==> src/hdl/tmds_cfg_pkg.sv <==
// constants for the link switch analog configuration bank
// assumes a 32-bit apb slave with 8-bit byte addresses
package tmds_cfg_pkg;

    // ------------------------------------------------------------
    // register indices, byte address is four times the index
    // ------------------------------------------------------------
    localparam logic [5:0] IDX_RX_GATE = 6'h10; // input termination gate
    localparam logic [5:0] IDX_TERM_1 = 6'h11; // sources a and b termination
    localparam logic [5:0] IDX_TERM_2 = 6'h12; // sources c and d termination
    localparam logic [5:0] IDX_EQ_1 = 6'h13; // sources a and b equalizer
    localparam logic [5:0] IDX_EQ_2 = 6'h14; // sources c and d equalizer
    localparam logic [5:0] IDX_TX = 6'h20; // transmitter settings

    // ------------------------------------------------------------
    // reset values
    // ------------------------------------------------------------
    localparam logic [7:0] RST_RX_GATE = 8'h01;
    localparam logic [7:0] RST_TERM = 8'h00;
    localparam logic [7:0] RST_EQ = 8'h00;
    localparam logic [7:0] RST_TX = 8'h03;

    // ------------------------------------------------------------
    // field positions
    // ------------------------------------------------------------
    localparam int GATE_BIT = 0; // input termination gate
    localparam int TX_PREEMPH_LSB = 2; // pre-emphasis code, two bits
    localparam int TX_TERM_BIT = 1; // output termination on
    localparam int TX_CUR_BIT = 0; // output drive current select
    localparam logic [7:0] GATE_MASK = 8'h01; // writable gate bits
    localparam logic [7:0] TX_MASK = 8'h0f; // writable transmitter bits

    // ------------------------------------------------------------
    // bus handshake states
    // ------------------------------------------------------------
    typedef enum logic [1:0]
    {
        ST_IDLE = 2'b00, // waiting for an access phase
        ST_RESP = 2'b01 // answering with pready
    } bus_state_t;

endpackage

==> src/hdl/lane_map.sv <==
// splits a 16-bit per-lane control word into four source groups
// assumes bit order b0..b3, a0..a3, c3..c0, d3..d0
`timescale 1ns/1ps
module lane_map
(
    input wire logic [15:0] laneBits,
    output logic [3:0] srcA,
    output logic [3:0] srcB,
    output logic [3:0] srcC,
    output logic [3:0] srcD
);

    // ------------------------------------------------------------
    // per-lane wiring
    // ------------------------------------------------------------
    genvar i;
    generate
        for (i = 0; i < 4; i = i + 1)
        begin : g_lane
            // b and a run upward, c and d run downward
            assign srcB[i] = laneBits[i];
            assign srcA[i] = laneBits[4 + i];
            assign srcC[i] = laneBits[11 - i];
            assign srcD[i] = laneBits[15 - i];
        end
    endgenerate

endmodule

==> src/hdl/tmds_switch_analog_config_regs.sv <==
// apb register bank driving the analog front-end controls
// assumes a single clock, synchronous apb master, async reset
//
// The APB slave port and the register offsets were chosen for this implementation.
`timescale 1ns/1ps
module tmds_switch_analog_config_regs
    import tmds_cfg_pkg::*;
(
    input wire logic clk,
    input wire logic reset,
    input wire logic psel,
    input wire logic penable,
    input wire logic pwrite,
    input wire logic [7:0] paddr,
    input wire logic [31:0] pwdata,
    output logic [31:0] prdata,
    output logic pready,
    output logic pslverr,
    output logic [3:0] termConnectA,
    output logic [3:0] termConnectB,
    output logic [3:0] termConnectC,
    output logic [3:0] termConnectD,
    output logic [3:0] eqHighA,
    output logic [3:0] eqHighB,
    output logic [3:0] eqHighC,
    output logic [3:0] eqHighD,
    output logic [1:0] outPreemphLevel,
    output logic outTermOn,
    output logic outDriveCurrentSel
);

    // ------------------------------------------------------------
    // storage
    // ------------------------------------------------------------
    logic [7:0] gate_reg; // input termination gate register
    logic [15:0] term_reg; // per-lane termination connect bits
    logic [15:0] eq_reg; // per-lane equalizer level bits
    logic [7:0] tx_reg; // transmitter settings register
    bus_state_t state_reg; // bus handshake state
    logic [15:0] termEff; // termination after the gate
    logic [3:0] tA, tB, tC, tD; // mapped termination groups
    logic [3:0] eA, eB, eC, eD; // mapped equalizer groups

    // ------------------------------------------------------------
    // address decode
    // ------------------------------------------------------------
    logic aligned; // word aligned access
    logic hitGate, hitT1, hitT2, hitE1, hitE2, hitTx;
    logic mapped; // address names a register
    logic commit; // access completes at this edge
    logic [7:0] rdSel; // read value of addressed register

    assign aligned = (paddr[1:0] == 2'b00);
    assign hitGate = aligned && (paddr[7:2] == IDX_RX_GATE);
    assign hitT1 = aligned && (paddr[7:2] == IDX_TERM_1);
    assign hitT2 = aligned && (paddr[7:2] == IDX_TERM_2);
    assign hitE1 = aligned && (paddr[7:2] == IDX_EQ_1);
    assign hitE2 = aligned && (paddr[7:2] == IDX_EQ_2);
    assign hitTx = aligned && (paddr[7:2] == IDX_TX);
    assign mapped = hitGate | hitT1 | hitT2 | hitE1 | hitE2 | hitTx;
    // a write lands only on the edge where pready is seen high
    assign commit = psel && penable && pready;

    // read mux, unmapped addresses read zero
    always_comb
    begin
        rdSel = 8'h00;
        if (hitGate)
            rdSel = gate_reg & GATE_MASK;
        else if (hitT1)
            rdSel = term_reg[7:0];
        else if (hitT2)
            rdSel = term_reg[15:8];
        else if (hitE1)
            rdSel = eq_reg[7:0];
        else if (hitE2)
            rdSel = eq_reg[15:8];
        else if (hitTx)
            rdSel = tx_reg & TX_MASK;
    end

    // ------------------------------------------------------------
    // bus handshake, one wait state per access
    // ------------------------------------------------------------
    always_ff @(posedge clk or posedge reset)
    begin
        if (reset)
        begin
            state_reg <= ST_IDLE;
            pready <= 1'b0;
            pslverr <= 1'b0;
            prdata <= 32'h0000_0000;
        end
        else
        begin
            case (state_reg)
                ST_IDLE:
                begin
                    // access phase seen: answer on the next edge
                    if (psel && penable)
                    begin
                        state_reg <= ST_RESP;
                        pready <= 1'b1;
                        pslverr <= ~mapped;
                        prdata <= pwrite ? 32'h0000_0000
                                         : {24'h00_0000, rdSel};
                    end
                end
                ST_RESP:
                begin
                    // release the answer after one cycle
                    state_reg <= ST_IDLE;
                    pready <= 1'b0;
                    pslverr <= 1'b0;
                end
                default:
                begin
                    state_reg <= ST_IDLE;
                    pready <= 1'b0;
                    pslverr <= 1'b0;
                end
            endcase
        end
    end

    // ------------------------------------------------------------
    // register writes
    // ------------------------------------------------------------
    always_ff @(posedge clk or posedge reset)
    begin
        if (reset)
        begin
            gate_reg <= RST_RX_GATE;
            term_reg <= {RST_TERM, RST_TERM};
            eq_reg <= {RST_EQ, RST_EQ};
            tx_reg <= RST_TX;
        end
        else if (commit && pwrite)
        begin
            // reserved bits are kept at zero
            if (hitGate)
                gate_reg <= pwdata[7:0] & GATE_MASK;
            if (hitT1)
                term_reg[7:0] <= pwdata[7:0];
            if (hitT2)
                term_reg[15:8] <= pwdata[7:0];
            if (hitE1)
                eq_reg[7:0] <= pwdata[7:0];
            if (hitE2)
                eq_reg[15:8] <= pwdata[7:0];
            if (hitTx)
                tx_reg <= pwdata[7:0] & TX_MASK;
        end
    end

    // ------------------------------------------------------------
    // lane mapping
    // ------------------------------------------------------------
    // a cleared gate opens every input termination
    assign termEff = gate_reg[GATE_BIT] ? term_reg : 16'h0000;

    lane_map u_term_map
    (
        .laneBits(termEff),
        .srcA(tA),
        .srcB(tB),
        .srcC(tC),
        .srcD(tD)
    );

    lane_map u_eq_map
    (
        .laneBits(eq_reg),
        .srcA(eA),
        .srcB(eB),
        .srcC(eC),
        .srcD(eD)
    );

    // ------------------------------------------------------------
    // analog control outputs, registered
    // ------------------------------------------------------------
    // 1 connects, 0 disconnects each input termination
    always_ff @(posedge clk or posedge reset)
    begin
        if (reset)
        begin
            termConnectA <= 4'h0;
            termConnectB <= 4'h0;
            termConnectC <= 4'h0;
            termConnectD <= 4'h0;
        end
        else
        begin
            termConnectA <= tA;
            termConnectB <= tB;
            termConnectC <= tC;
            termConnectD <= tD;
        end
    end

    // 1 selects 12 dB, 0 selects 6 dB per lane
    always_ff @(posedge clk or posedge reset)
    begin
        if (reset)
        begin
            eqHighA <= 4'h0;
            eqHighB <= 4'h0;
            eqHighC <= 4'h0;
            eqHighD <= 4'h0;
        end
        else
        begin
            eqHighA <= eA;
            eqHighB <= eB;
            eqHighC <= eC;
            eqHighD <= eD;
        end
    end

    // shared transmitter controls for all output lanes
    always_ff @(posedge clk or posedge reset)
    begin
        if (reset)
        begin
            outPreemphLevel <= RST_TX[TX_PREEMPH_LSB +: 2];
            outTermOn <= RST_TX[TX_TERM_BIT];
            outDriveCurrentSel <= RST_TX[TX_CUR_BIT];
        end
        else
        begin
            outPreemphLevel <= tx_reg[TX_PREEMPH_LSB +: 2];
            outTermOn <= tx_reg[TX_TERM_BIT];
            outDriveCurrentSel <= tx_reg[TX_CUR_BIT];
        end
    end

    // ------------------------------------------------------------
    // assertions
    // ------------------------------------------------------------
    property p_term_connect;
        @(posedge clk) disable iff (reset)
        (gate_reg[GATE_BIT] && term_reg[4]) |=> termConnectA[0];
    endproperty
    a_term_connect: assert property (p_term_connect)
        else $error("set termination bit did not connect lane");

    property p_term_map;
        @(posedge clk) disable iff (reset)
        gate_reg[GATE_BIT] |=> (termConnectB == $past(term_reg[3:0]))
            && (termConnectC[3] == $past(term_reg[8]))
            && (termConnectD[0] == $past(term_reg[15]));
    endproperty
    a_term_map: assert property (p_term_map)
        else $error("termination lane mapping wrong");

    property p_eq_level;
        @(posedge clk) disable iff (reset)
        ##1 (eqHighA[0] == $past(eq_reg[4]));
    endproperty
    a_eq_level: assert property (p_eq_level)
        else $error("equalizer level does not follow its bit");

    property p_eq_map;
        @(posedge clk) disable iff (reset)
        ##1 (eqHighC[0] == $past(eq_reg[11]))
            && (eqHighD[3] == $past(eq_reg[12]))
            && (eqHighB == $past(eq_reg[3:0]));
    endproperty
    a_eq_map: assert property (p_eq_map)
        else $error("equalizer lane mapping wrong");

    property p_preemph;
        @(posedge clk) disable iff (reset)
        (commit && pwrite && hitTx) |=> ##1
            (outPreemphLevel == $past(pwdata[3:2], 2));
    endproperty
    a_preemph: assert property (p_preemph)
        else $error("pre-emphasis code not applied two cycles on");

    property p_out_term;
        @(posedge clk) disable iff (reset)
        $changed(tx_reg[TX_TERM_BIT]) |=> $changed(outTermOn);
    endproperty
    a_out_term: assert property (p_out_term)
        else $error("output termination did not follow its bit");

    property p_out_cur;
        @(posedge clk) disable iff (reset)
        ##1 (outDriveCurrentSel == $past(tx_reg[TX_CUR_BIT]));
    endproperty
    a_out_cur: assert property (p_out_cur)
        else $error("output current select wrong");

    property p_gate_open;
        @(posedge clk) disable iff (reset)
        !gate_reg[GATE_BIT] |=> ({termConnectA, termConnectB,
            termConnectC, termConnectD} == 16'h0000);
    endproperty
    a_gate_open: assert property (p_gate_open)
        else $error("termination connected while gate cleared");

    property p_readback;
        @(posedge clk) disable iff (reset)
        (commit && !pwrite && hitT1) |-> (prdata == {24'h00_0000,
            term_reg[7:0]});
    endproperty
    a_readback: assert property (p_readback)
        else $error("read data differs from register");

endmodule

==> config.mk <==
export PLATFORM = sky130hd
export DESIGN_NAME = tmds_switch_analog_config_regs
export DESIGN_NICKNAME = d
export VERILOG_FILES = /design/src/hdl/tmds_cfg_pkg.sv /design/src/hdl/lane_map.sv /design/src/hdl/tmds_switch_analog_config_regs.sv
export SDC_FILE = /design/constraint.sdc
export NUM_CORES = 1
export LEC_CHECK = 0
export BUFFER_PORTS_ARGS = -buffer_cell sky130_fd_sc_hd__buf_2
export CAP_MARGIN = 40
export CORE_ASPECT_RATIO = 0.8
export CORE_MARGIN = 4
export CORE_UTILIZATION = 50
export DETAILED_ROUTE_END_ITERATION = 10
export PLACE_DENSITY = 0.79
export SYNTH_ARGS = -nofsm -noshare
export SYNTH_HDL_FRONTEND = slang
export SYNTH_SLANG_ARGS = --single-unit
==> constraint.sdc <==
create_clock -name clk -period 2.8 [get_ports clk]
set_input_delay 0.28 -clock clk [delete_from_list [all_inputs] [get_ports clk]]
set_output_delay 0.28 -clock clk [all_outputs]
set_load 0.01 [all_outputs]
==> results of run 1 <==
## final timing paths
kind,start,to,cells past startpoint
min in group asynchronous,reset,termConnectA[2],3
worst min-delay path,pwdata[6],eq_reg[6],2
max in group asynchronous,reset,term_reg[5],5
worst max-delay path,state_reg[0],eq_reg[0],3
worst max register to register,state_reg[0],eq_reg[0],3
worst min register to register,tx_reg[0],outDriveCurrentSel,0
## what timing repair did
action | 4_1_cts | 5_1_grt
hold buffers | 1 | 0
buffers inserted | 0 | 0
endpoints found under the hold margin | 6 | 0
resized for setup | 0 | 0
## report_power, final
group | switching, mW | internal, mW | total [mW] | leakage, nW
clock network | 0.401 | 0.436 | 0.837 | 0.0926
logic | 0.0896 | 0.0359 | 0.126 | 0.895
registers | 0.00402 | 1.20 | 1.21 | 1.14
total | 0.495 | 1.68 | 2.17 | 2.13
## logic make-up (layout without fill, tap and decap cells)
logic type	count (synthesis)	count (layout)	synth area share
multiplexers	37	37	0.122
other	1	24	0.00110
buffers and inverters	40	93	0.0721
flip-flops	83	83	0.609
AO/OA/AOI/OAI	43	43	0.0878
AND/OR/NAND/NOR	58	58	0.108
## cells in the final DEF, fill, tap and decap left out, types with 3 or more instances in the layout
cell type,n
dfstp_2,5
and2_1,16
clkbuf_8,10
a21oi_1,9
inv_1,5
o21ai_0,5
conb_1,24
a22oi_1,7
buf_4,3
a21o_1,4
nor2_1,7
a32o_1,4
dfrtp_1,78
buf_2,66
o22ai_1,5
nand2b_1,4
nand2_1,13
mux2_2,37
## per-stage QoR
stage | hold slack, ps | cells
2_1_floorplan | 359 | 285
3_3_place_gp | 367 | 404
3_5_place_dp | 174 | 405
4_1_cts | 202 | 422
5_1_grt | 204 | 422
6_report | 219 | 422
## area by class of cell
cell class                 count  area [µm²]  share of cell area
tap                           84         105              0.0265
inverter                       6        23.8             0.00598
multi-input combinational    162        1170               0.296
sequential                    83        2080               0.524
timing repair buffer          71         390              0.0983
clock inverter                 4        50.0              0.0126
clock buffer                  12         145              0.0365
## worst reg2reg max path: stages (launching register included)
cell and delay [ps]:
dfrtp_1 390, nand4_1 330, nor4_4 640, mux2_2 420
## per-layer routing
| layer | vias to the layer above | part of all wire |
|---|---|---|
| met5 | - | 0 |
| met4 | 0 | 0.0053 |
| met3 | 7 | 0.091 |
| met2 | 93 | 0.47 |
| met1 | 1113 | 0.44 |
| li1 | 1018 | - |
==> flow_summary.json, run 1 <==
{
  "status": "complete, no violations",
  "ys.warnings.count": 0,
  "setup_viol": 0,
  "cp.arrival_ps": 2120,
  "crit_required_ps": 3030,
  "crit_family": "simple AND/OR/NAND/NOR gates",
  "synth_edf_count": 0,
  "via_per_inst": 5.29,
  "setup_tns_ps": 0,
  "cellLeakagePower_nw": 2.13,
  "met2_usage": 0.280,
  "ys_seq_area_frac": 0.609,
  "initial_core_util": 0.525,
  "crit_fanout": 8,
  "critPathBufInv": 0,
  "grt.overflow.total": 0,
  "slew_viol_final": 0,
  "grt_use_total": 0.185,
  "use_met3": 0.0586,
  "synth_common_cells": "78 x dfrtp_1, 37 x mux2_2, 24 x buf_4",
  "synth_top_area_share": 0.571,
  "numCtsBuffers": 9,
  "synth_ff_type": "dfrtp_1",
  "fin_ws_ps": 913,
  "grt_max_degree": 51,
  "end_kind": "register",
  "tightest_slew_ps": 706,
  "power.density_nw_per_um2": 546,
  "antenna_found_initial": 0,
  "dieArea_um2": 8230,
  "path_clk_slew_ps": 80,
  "max_stage_delay_ps": 640,
  "max-cap-violations": 0,
  "cp_slowest_cell": "nor4_4",
  "hold_class": "input pin to register",
  "synth_area_um2": 3420,
  "utilization": 0.611,
  "dpl_cell_area_um2": 3770,
  "std_cell_rows": 26,
  "synth_top_area_cell": "dfrtp_1",
  "finalCritPeriodShare": 0.674,
  "grt_first_pass_wirelength_um": 11500,
  "cts_max_level": 3,
  "ys_ff_latch": 83,
  "synthDistinctLibCells": 39,
  "core-area_um2": 6510,
  "drive_gt1_frac": 0.396,
  "dp_hpwl_um": 5130,
  "clk_latency_ps": 340,
  "ant_nets": 0,
  "grt_pass1_vias": 2167,
  "cts_sinks": 83,
  "fin_area_um2": 3970,
  "yosysMostFrequentCell": "dfrtp_1",
  "syn_inst": 262,
  "die_h_um": 82.0,
  "ys_async_sr_fraction": 1.00,
  "ioPinCount": 115,
  "num_antenna_cells": 0,
  "drt-total-wl_um": 7150,
  "drtIter0Drc": 145,
  "dr.pass1.iters": 4,
  "path_cells": "nand4_1 > nor4_4 > mux2_2",
  "gp_congestion": 0.876,
  "rsz0062_at_grt": "false",
  "path_class": "register to register",
  "cts_root_buffer": "clkbuf_8",
  "min_period_ps": 1890,
  "r2r_slack_ps": 910,
  "port-buffer-count": 66,
  "max_freq_mhz": 530,
  "synthesis.area_per_instance_um2": 13.0,
  "cts_tree": "done",
  "fp.dieW_um": 100,
  "fillers": 520,
  "dp_slack_ps": 645,
  "fin_nets": 378,
  "synthTopCellsByArea": "dfrtp_1 57%, mux2_2 12%, buf_4 5.3%, dfstp_2 3.8%, and2_1 2.9%",
  "power.total_mw": 2.17,
  "clockBufferDepth": 2,
  "grt_use_met1": 0.265,
  "route.vias.total": 2231,
  "max-slew-margin-rel": 0.526,
  "fin_worst_skew_ps": 10.8,
  "ir_drop_mv": 0.221,
  "drc": 0,
  "syn2layout_area_growth_pct": 16.2,
  "hold_violations": 0,
  "cp-start-kind": "register",
  "wl_per_cell_um": 16.9,
  "top_usage_layer": "met2"
}
Note: power is estimated with default switching activity, not from simulation.
==> run 2: changes to the inputs <==
clock period = 1.8 ns   (was 2.8 ns; I/O delays follow)
==> run 2 against run 1 <==
Flip-flop and latch count stayed put. Register-to-register slack got worse by 690 ps. Utilization rose by 2.1 points. Total power increased by 61%. Hold slack lost 110 ps. First-iteration DRC count is 57% higher. Via count rose by 5.1%. Die area unchanged. Cell count increased by 4.0%. Combinational power grew 65%. Critical path type unchanged.
==> flow_summary.json, run 2 (same netlist as run 1, synthesis figures left out) <==
{
  "route.vias.total": 2344,
  "drtIter0Drc": 227,
  "via_per_inst": 5.34,
  "dr.pass1.iters": 4,
  "grt_use_met1": 0.264,
  "path_clk_slew_ps": 80,
  "tightest_slew_ps": 526,
  "slew_viol_final": 0,
  "hold_violations": 0,
  "instances_no_fill": 439,
  "grt.overflow.total": 0,
  "status": "complete, no violations",
  "reg2reg_depth": 6,
  "cts-resized-gates": 0,
  "gp_congestion": 0.831,
  "crit_required_ps": 2040,
  "syn2layout_area_growth_pct": 20.2,
  "rsz0062_at_grt": "false",
  "final_cell_mix": "78 x dfrtp_1, 66 x buf_2, 37 x mux2_2",
  "fp.dieW_um": 100,
  "setup_tns_ps": 0,
  "crit_fanout": 5,
  "startpoint": "state_reg[0]",
  "rr_endpoint": "term_reg[14]",
  "cellLeakagePower_nw": 2.22,
  "endpoint": "term_reg[14]",
  "fin_nets": 395,
  "drc": 0,
  "placedCellCount": 422,
  "utilization": 0.632,
  "cts_max_level": 3,
  "numCtsBuffers": 9,
  "cp.arrival_ps": 1820,
  "die_h_um": 82.0,
  "dp_hpwl_um": 5640,
  "cts_tree": "done",
  "clk_latency_ps": 350,
  "finalCritPeriodShare": 0.879,
  "grt_first_pass_wirelength_um": 12500,
  "use_met3": 0.0611,
  "cts_root_buffer": "clkbuf_8",
  "max_freq_mhz": 632,
  "ant_nets": 0,
  "ioPinCount": 115,
  "power.density_nw_per_um2": 850,
  "final_common_cell": "dfrtp_1",
  "wl_per_cell_um": 17.5,
  "drt-total-wl_um": 7690,
  "fin_area_um2": 4110,
  "setup_viol": 0,
  "top_usage_layer": "met2",
  "fin_ws_ps": 218,
  "post_cts_buffers": 0,
  "hold_class": "input pin to register",
  "grt_use_total": 0.203,
  "met2_usage": 0.316,
  "antenna_found_initial": 0,
  "r2r_start": "state_reg[0]",
  "clockBufferDepth": 2,
  "max-cap-violations": 0,
  "drive_gt1_frac": 0.425,
  "initial_core_util": 0.525,
  "port-buffer-count": 66,
  "cts_sinks": 83,
  "ir_drop_mv": 0.720,
  "dieArea_um2": 8230,
  "num_antenna_cells": 0,
  "max-slew-margin-rel": 0.649,
  "grt_max_degree": 39,
  "power.total_mw": 3.49,
  "end_kind": "register",
  "fin_worst_skew_ps": 10.7,
  "core-area_um2": 6510,
  "grt_pass1_vias": 2474,
  "cp-start-kind": "register",
  "r2r_slack_ps": 220,
  "dp_slack_ps": 60.8,
  "std_cell_rows": 26,
  "path_class": "register to register",
  "hold_slack_ps": 111,
  "dpl_cell_area_um2": 3890,
  "min_period_ps": 1580
}
## run 2: final cells by class
type	count	area, µm²
multi-input cells	162	1170
fillers	495	2400
inverters	6	26.3
well taps	84	105
repair buffers	88	510
clock buffers	11	131
clock inverters	5	78.8
flip-flops and latches	83	2080
## run 2: worst min-delay path by stage
stage / from / end / depth (start not counted)
2_1_floorplan: pwdata[2] / tx_reg[2] / 1
3_3_place_gp: reset / eq_reg[4] / 2
3_5_place_dp: reset / eq_reg[4] / 2
4_1_cts: pwdata[5] / eq_reg[13] / 2
5_1_grt: pwdata[4] / term_reg[12] / 2
6_report: pwdata[4] / term_reg[12] / 2
## run 2: power breakdown
| part | internal [mW] | total [mW] | leakage [nW] | switching [mW] |
|---|---|---|---|---|
| registers | 1.87 | 1.88 | 1.14 | 0.00642 |
| clock network | 0.780 | 1.41 | 0.107 | 0.627 |
| logic | 0.0632 | 0.208 | 0.970 | 0.145 |
| total | 2.72 | 3.49 | 2.22 | 0.778 |
## run 2: timing repair
item	CTS	global route
hold buffers	1	0
endpoints found under the hold margin	15	0
setup endpoints to repair	0	0
## run 2: layer usage
layer / part of all wire / wire length [µm]
met1: 0.42 / 3250
met4: 0.017 / 133
met3: 0.081 / 625
met5: 0 / 0
met2: 0.48 / 3680
## run 2: critical path, stage by stage, from the launching register on
cell and delay, ps:
dfrtp_1 410, nand4_1 110, buf_4 180, nor3_2 180, nand2_1 120, buf_4 200, mux2_2 270
==> run 3: changes to the inputs <==
--- a/config.mk
+++ b/config.mk
@@ -14,2 +14,3 @@
 export PLACE_DENSITY = 0.79
+export SKIP_CTS_REPAIR_TIMING = 1
 export SYNTH_ARGS = -nofsm -noshare
==> constraint.sdc (replaced) <==
create_clock -name clk -period 1.8 [get_ports clk]
set_input_delay 0.36 -clock clk [delete_from_list [all_inputs] [get_ports clk]]
set_output_delay 0.36 -clock clk [all_outputs]
set_load 0.01 [all_outputs]
==> run 3 against run 2 <==
Utilization rose by 0.96 points. First-iteration DRC count decreased by 33%. Cell count increased by 2.1%. Fmax grew 1.4%. Register-to-register slack better by 20 ps. Largest cell class unchanged. Via count shrank 0.21%. Total power fell by 2.9%. Clock-buffer cell count did not move. Critical endpoint is now term_reg[12]. Die area stayed put. Sequential share of layout area down 0.76 points. Clock power down 9%. Clock skew down 4.8 ps.
==> flow_summary.json, run 3 (same netlist as run 1, synthesis figures left out) <==
{
  "status": "complete, no violations",
  "finalCritPeriodShare": 0.867,
  "clk_latency_ps": 350,
  "placedCellCount": 432,
  "cellLeakagePower_nw": 2.26,
  "dp_hpwl_um": 5640,
  "multi_input_area_um2": 1170,
  "drive_gt1_frac": 0.445,
  "crit_required_ps": 2040,
  "via_per_inst": 5.22,
  "cp-start-kind": "register",
  "crit_top_cell": "buf_4",
  "setup_tns_ps": 0,
  "gp_congestion": 0.897,
  "clock_power_share": 0.381,
  "ioPinCount": 115,
  "fin_worst_skew_ps": 5.81,
  "path_cells": "nand4_1 > buf_4 > nor3_2 > nand2_1 > buf_4 > mux2_2",
  "syn2layout_area_growth_pct": 22.1,
  "r2r_start": "state_reg[0]",
  "port-buffer-count": 66,
  "dr.pass1.iters": 4,
  "final_cell_mix": "78 x dfrtp_1, 66 x buf_2, 37 x mux2_2",
  "swShare": 0.227,
  "max_freq_mhz": 641,
  "dieArea_um2": 8230,
  "power.total_mw": 3.39,
  "wl_per_cell_um": 16.8,
  "max-cap-violations": 0,
  "grt_max_degree": 29,
  "utilization": 0.641,
  "hold_violations": 0,
  "instances_no_fill": 448,
  "hold_slack_ps": 26.0,
  "drc": 0,
  "cts_sinks": 83,
  "hold_class": "input pin to async pin",
  "drt-total-wl_um": 7530,
  "dpl_cell_area_um2": 3980,
  "clockBufferDepth": 2,
  "initial_core_util": 0.525,
  "ir_drop_mv": 0.455,
  "netSwitchingPower_mw": 0.770,
  "dp_slack_ps": -117,
  "numCtsBuffers": 9,
  "cts_tree": "done",
  "cts_root_buffer": "clkbuf_8",
  "internal_power_mw": 2.62,
  "grt_use_total": 0.203,
  "cp.arrival_ps": 1800,
  "fin_ws_ps": 240,
  "route.vias.total": 2339,
  "fin_nets": 404,
  "path_clk_slew_ps": 80,
  "path_class": "register to register",
  "final_common_cell": "dfrtp_1",
  "drtIter0Drc": 151,
  "p_comb_frac": 0.066,
  "cts_max_level": 3,
  "setup_viol": 0,
  "crit_fanout": 5,
  "ant_nets": 0,
  "end_kind": "register",
  "num_antenna_cells": 0,
  "antenna_found_initial": 0,
  "slew_viol_final": 0,
  "cp_slowest_cell": "dfrtp_1",
  "grt_first_pass_wirelength_um": 12700,
  "grt.overflow.total": 0,
  "std_cell_rows": 26,
  "fin_area_um2": 4170,
  "die_h_um": 82.0,
  "fp.dieW_um": 100,
  "max_stage_delay_ps": 400,
  "power.density_nw_per_um2": 813,
  "rsz0062_at_grt": "false",
  "startpoint": "state_reg[0]",
  "power_frac_seq": 0.554,
  "min_period_ps": 1560,
  "seqCellArea_um2": 2080,
  "core-area_um2": 6510,
  "fillers": 505,
  "grt_pass1_vias": 2403
}
run 3: cell count changes in the layout (fill, tap and decap cells not counted), sizes merged:
cell,before,now
dlygate4sd3,1,0
buf,87,97
clkinv,3,4
bufinv,2,1
run 3: final timing paths:
check | end | slack, ps | depth (start not counted)
max reg2reg | term_reg[12] | 240 | 6
min | termConnectD[3] | 30 | 2
max | term_reg[12] | 240 | 6
min in group clk | eq_reg[6] | 290 | 2
max in group asynchronous | outTermOn | 1160 | 3
min reg2reg | outTermOn | 380 | 0
run 3: layout make-up:
cell class / count / area share
Timing Repair Buffer: 97 / 0.141
Inverter: 6 / 0.00630
Multi-Input combinational cell: 162 / 0.282
Tap cell: 84 / 0.0252
Clock buffer: 11 / 0.0339
Clock inverter: 5 / 0.0129
Sequential cell: 83 / 0.499
run 3: worst max-delay path, delay by kind of cell, from the launching register on:
kind | cells | cell delay (ps)
buffers and inverters | 2 | 360
flip-flops | 1 | 400
multiplexers | 1 | 270
AND/OR/NAND/NOR | 3 | 410
run 3: power by group through the flow:
stage / registers, mW / logic [mW] / clock network [mW]
global route: 1.88 / 0.250 / 1.41
detailed placement: 1.92 / 0.220 / 0
global placement: 1.92 / 0.215 / 0
floorplan: 1.92 / 0.148 / 0
finish: 1.88 / 0.223 / 1.29
CTS: 1.88 / 0.222 / 1.33
run 3: metal layers:
metal  part of all wire  vias to the layer above  wire length [µm]  GRT usage
met4              0.014                        0               102     0.0633
li1                   -                     1067                 -          -
met2               0.48                       96              3580      0.312
met3              0.091                       11               687     0.0594
met1               0.42                     1165              3160      0.282
met5                  0                        -                 0          0
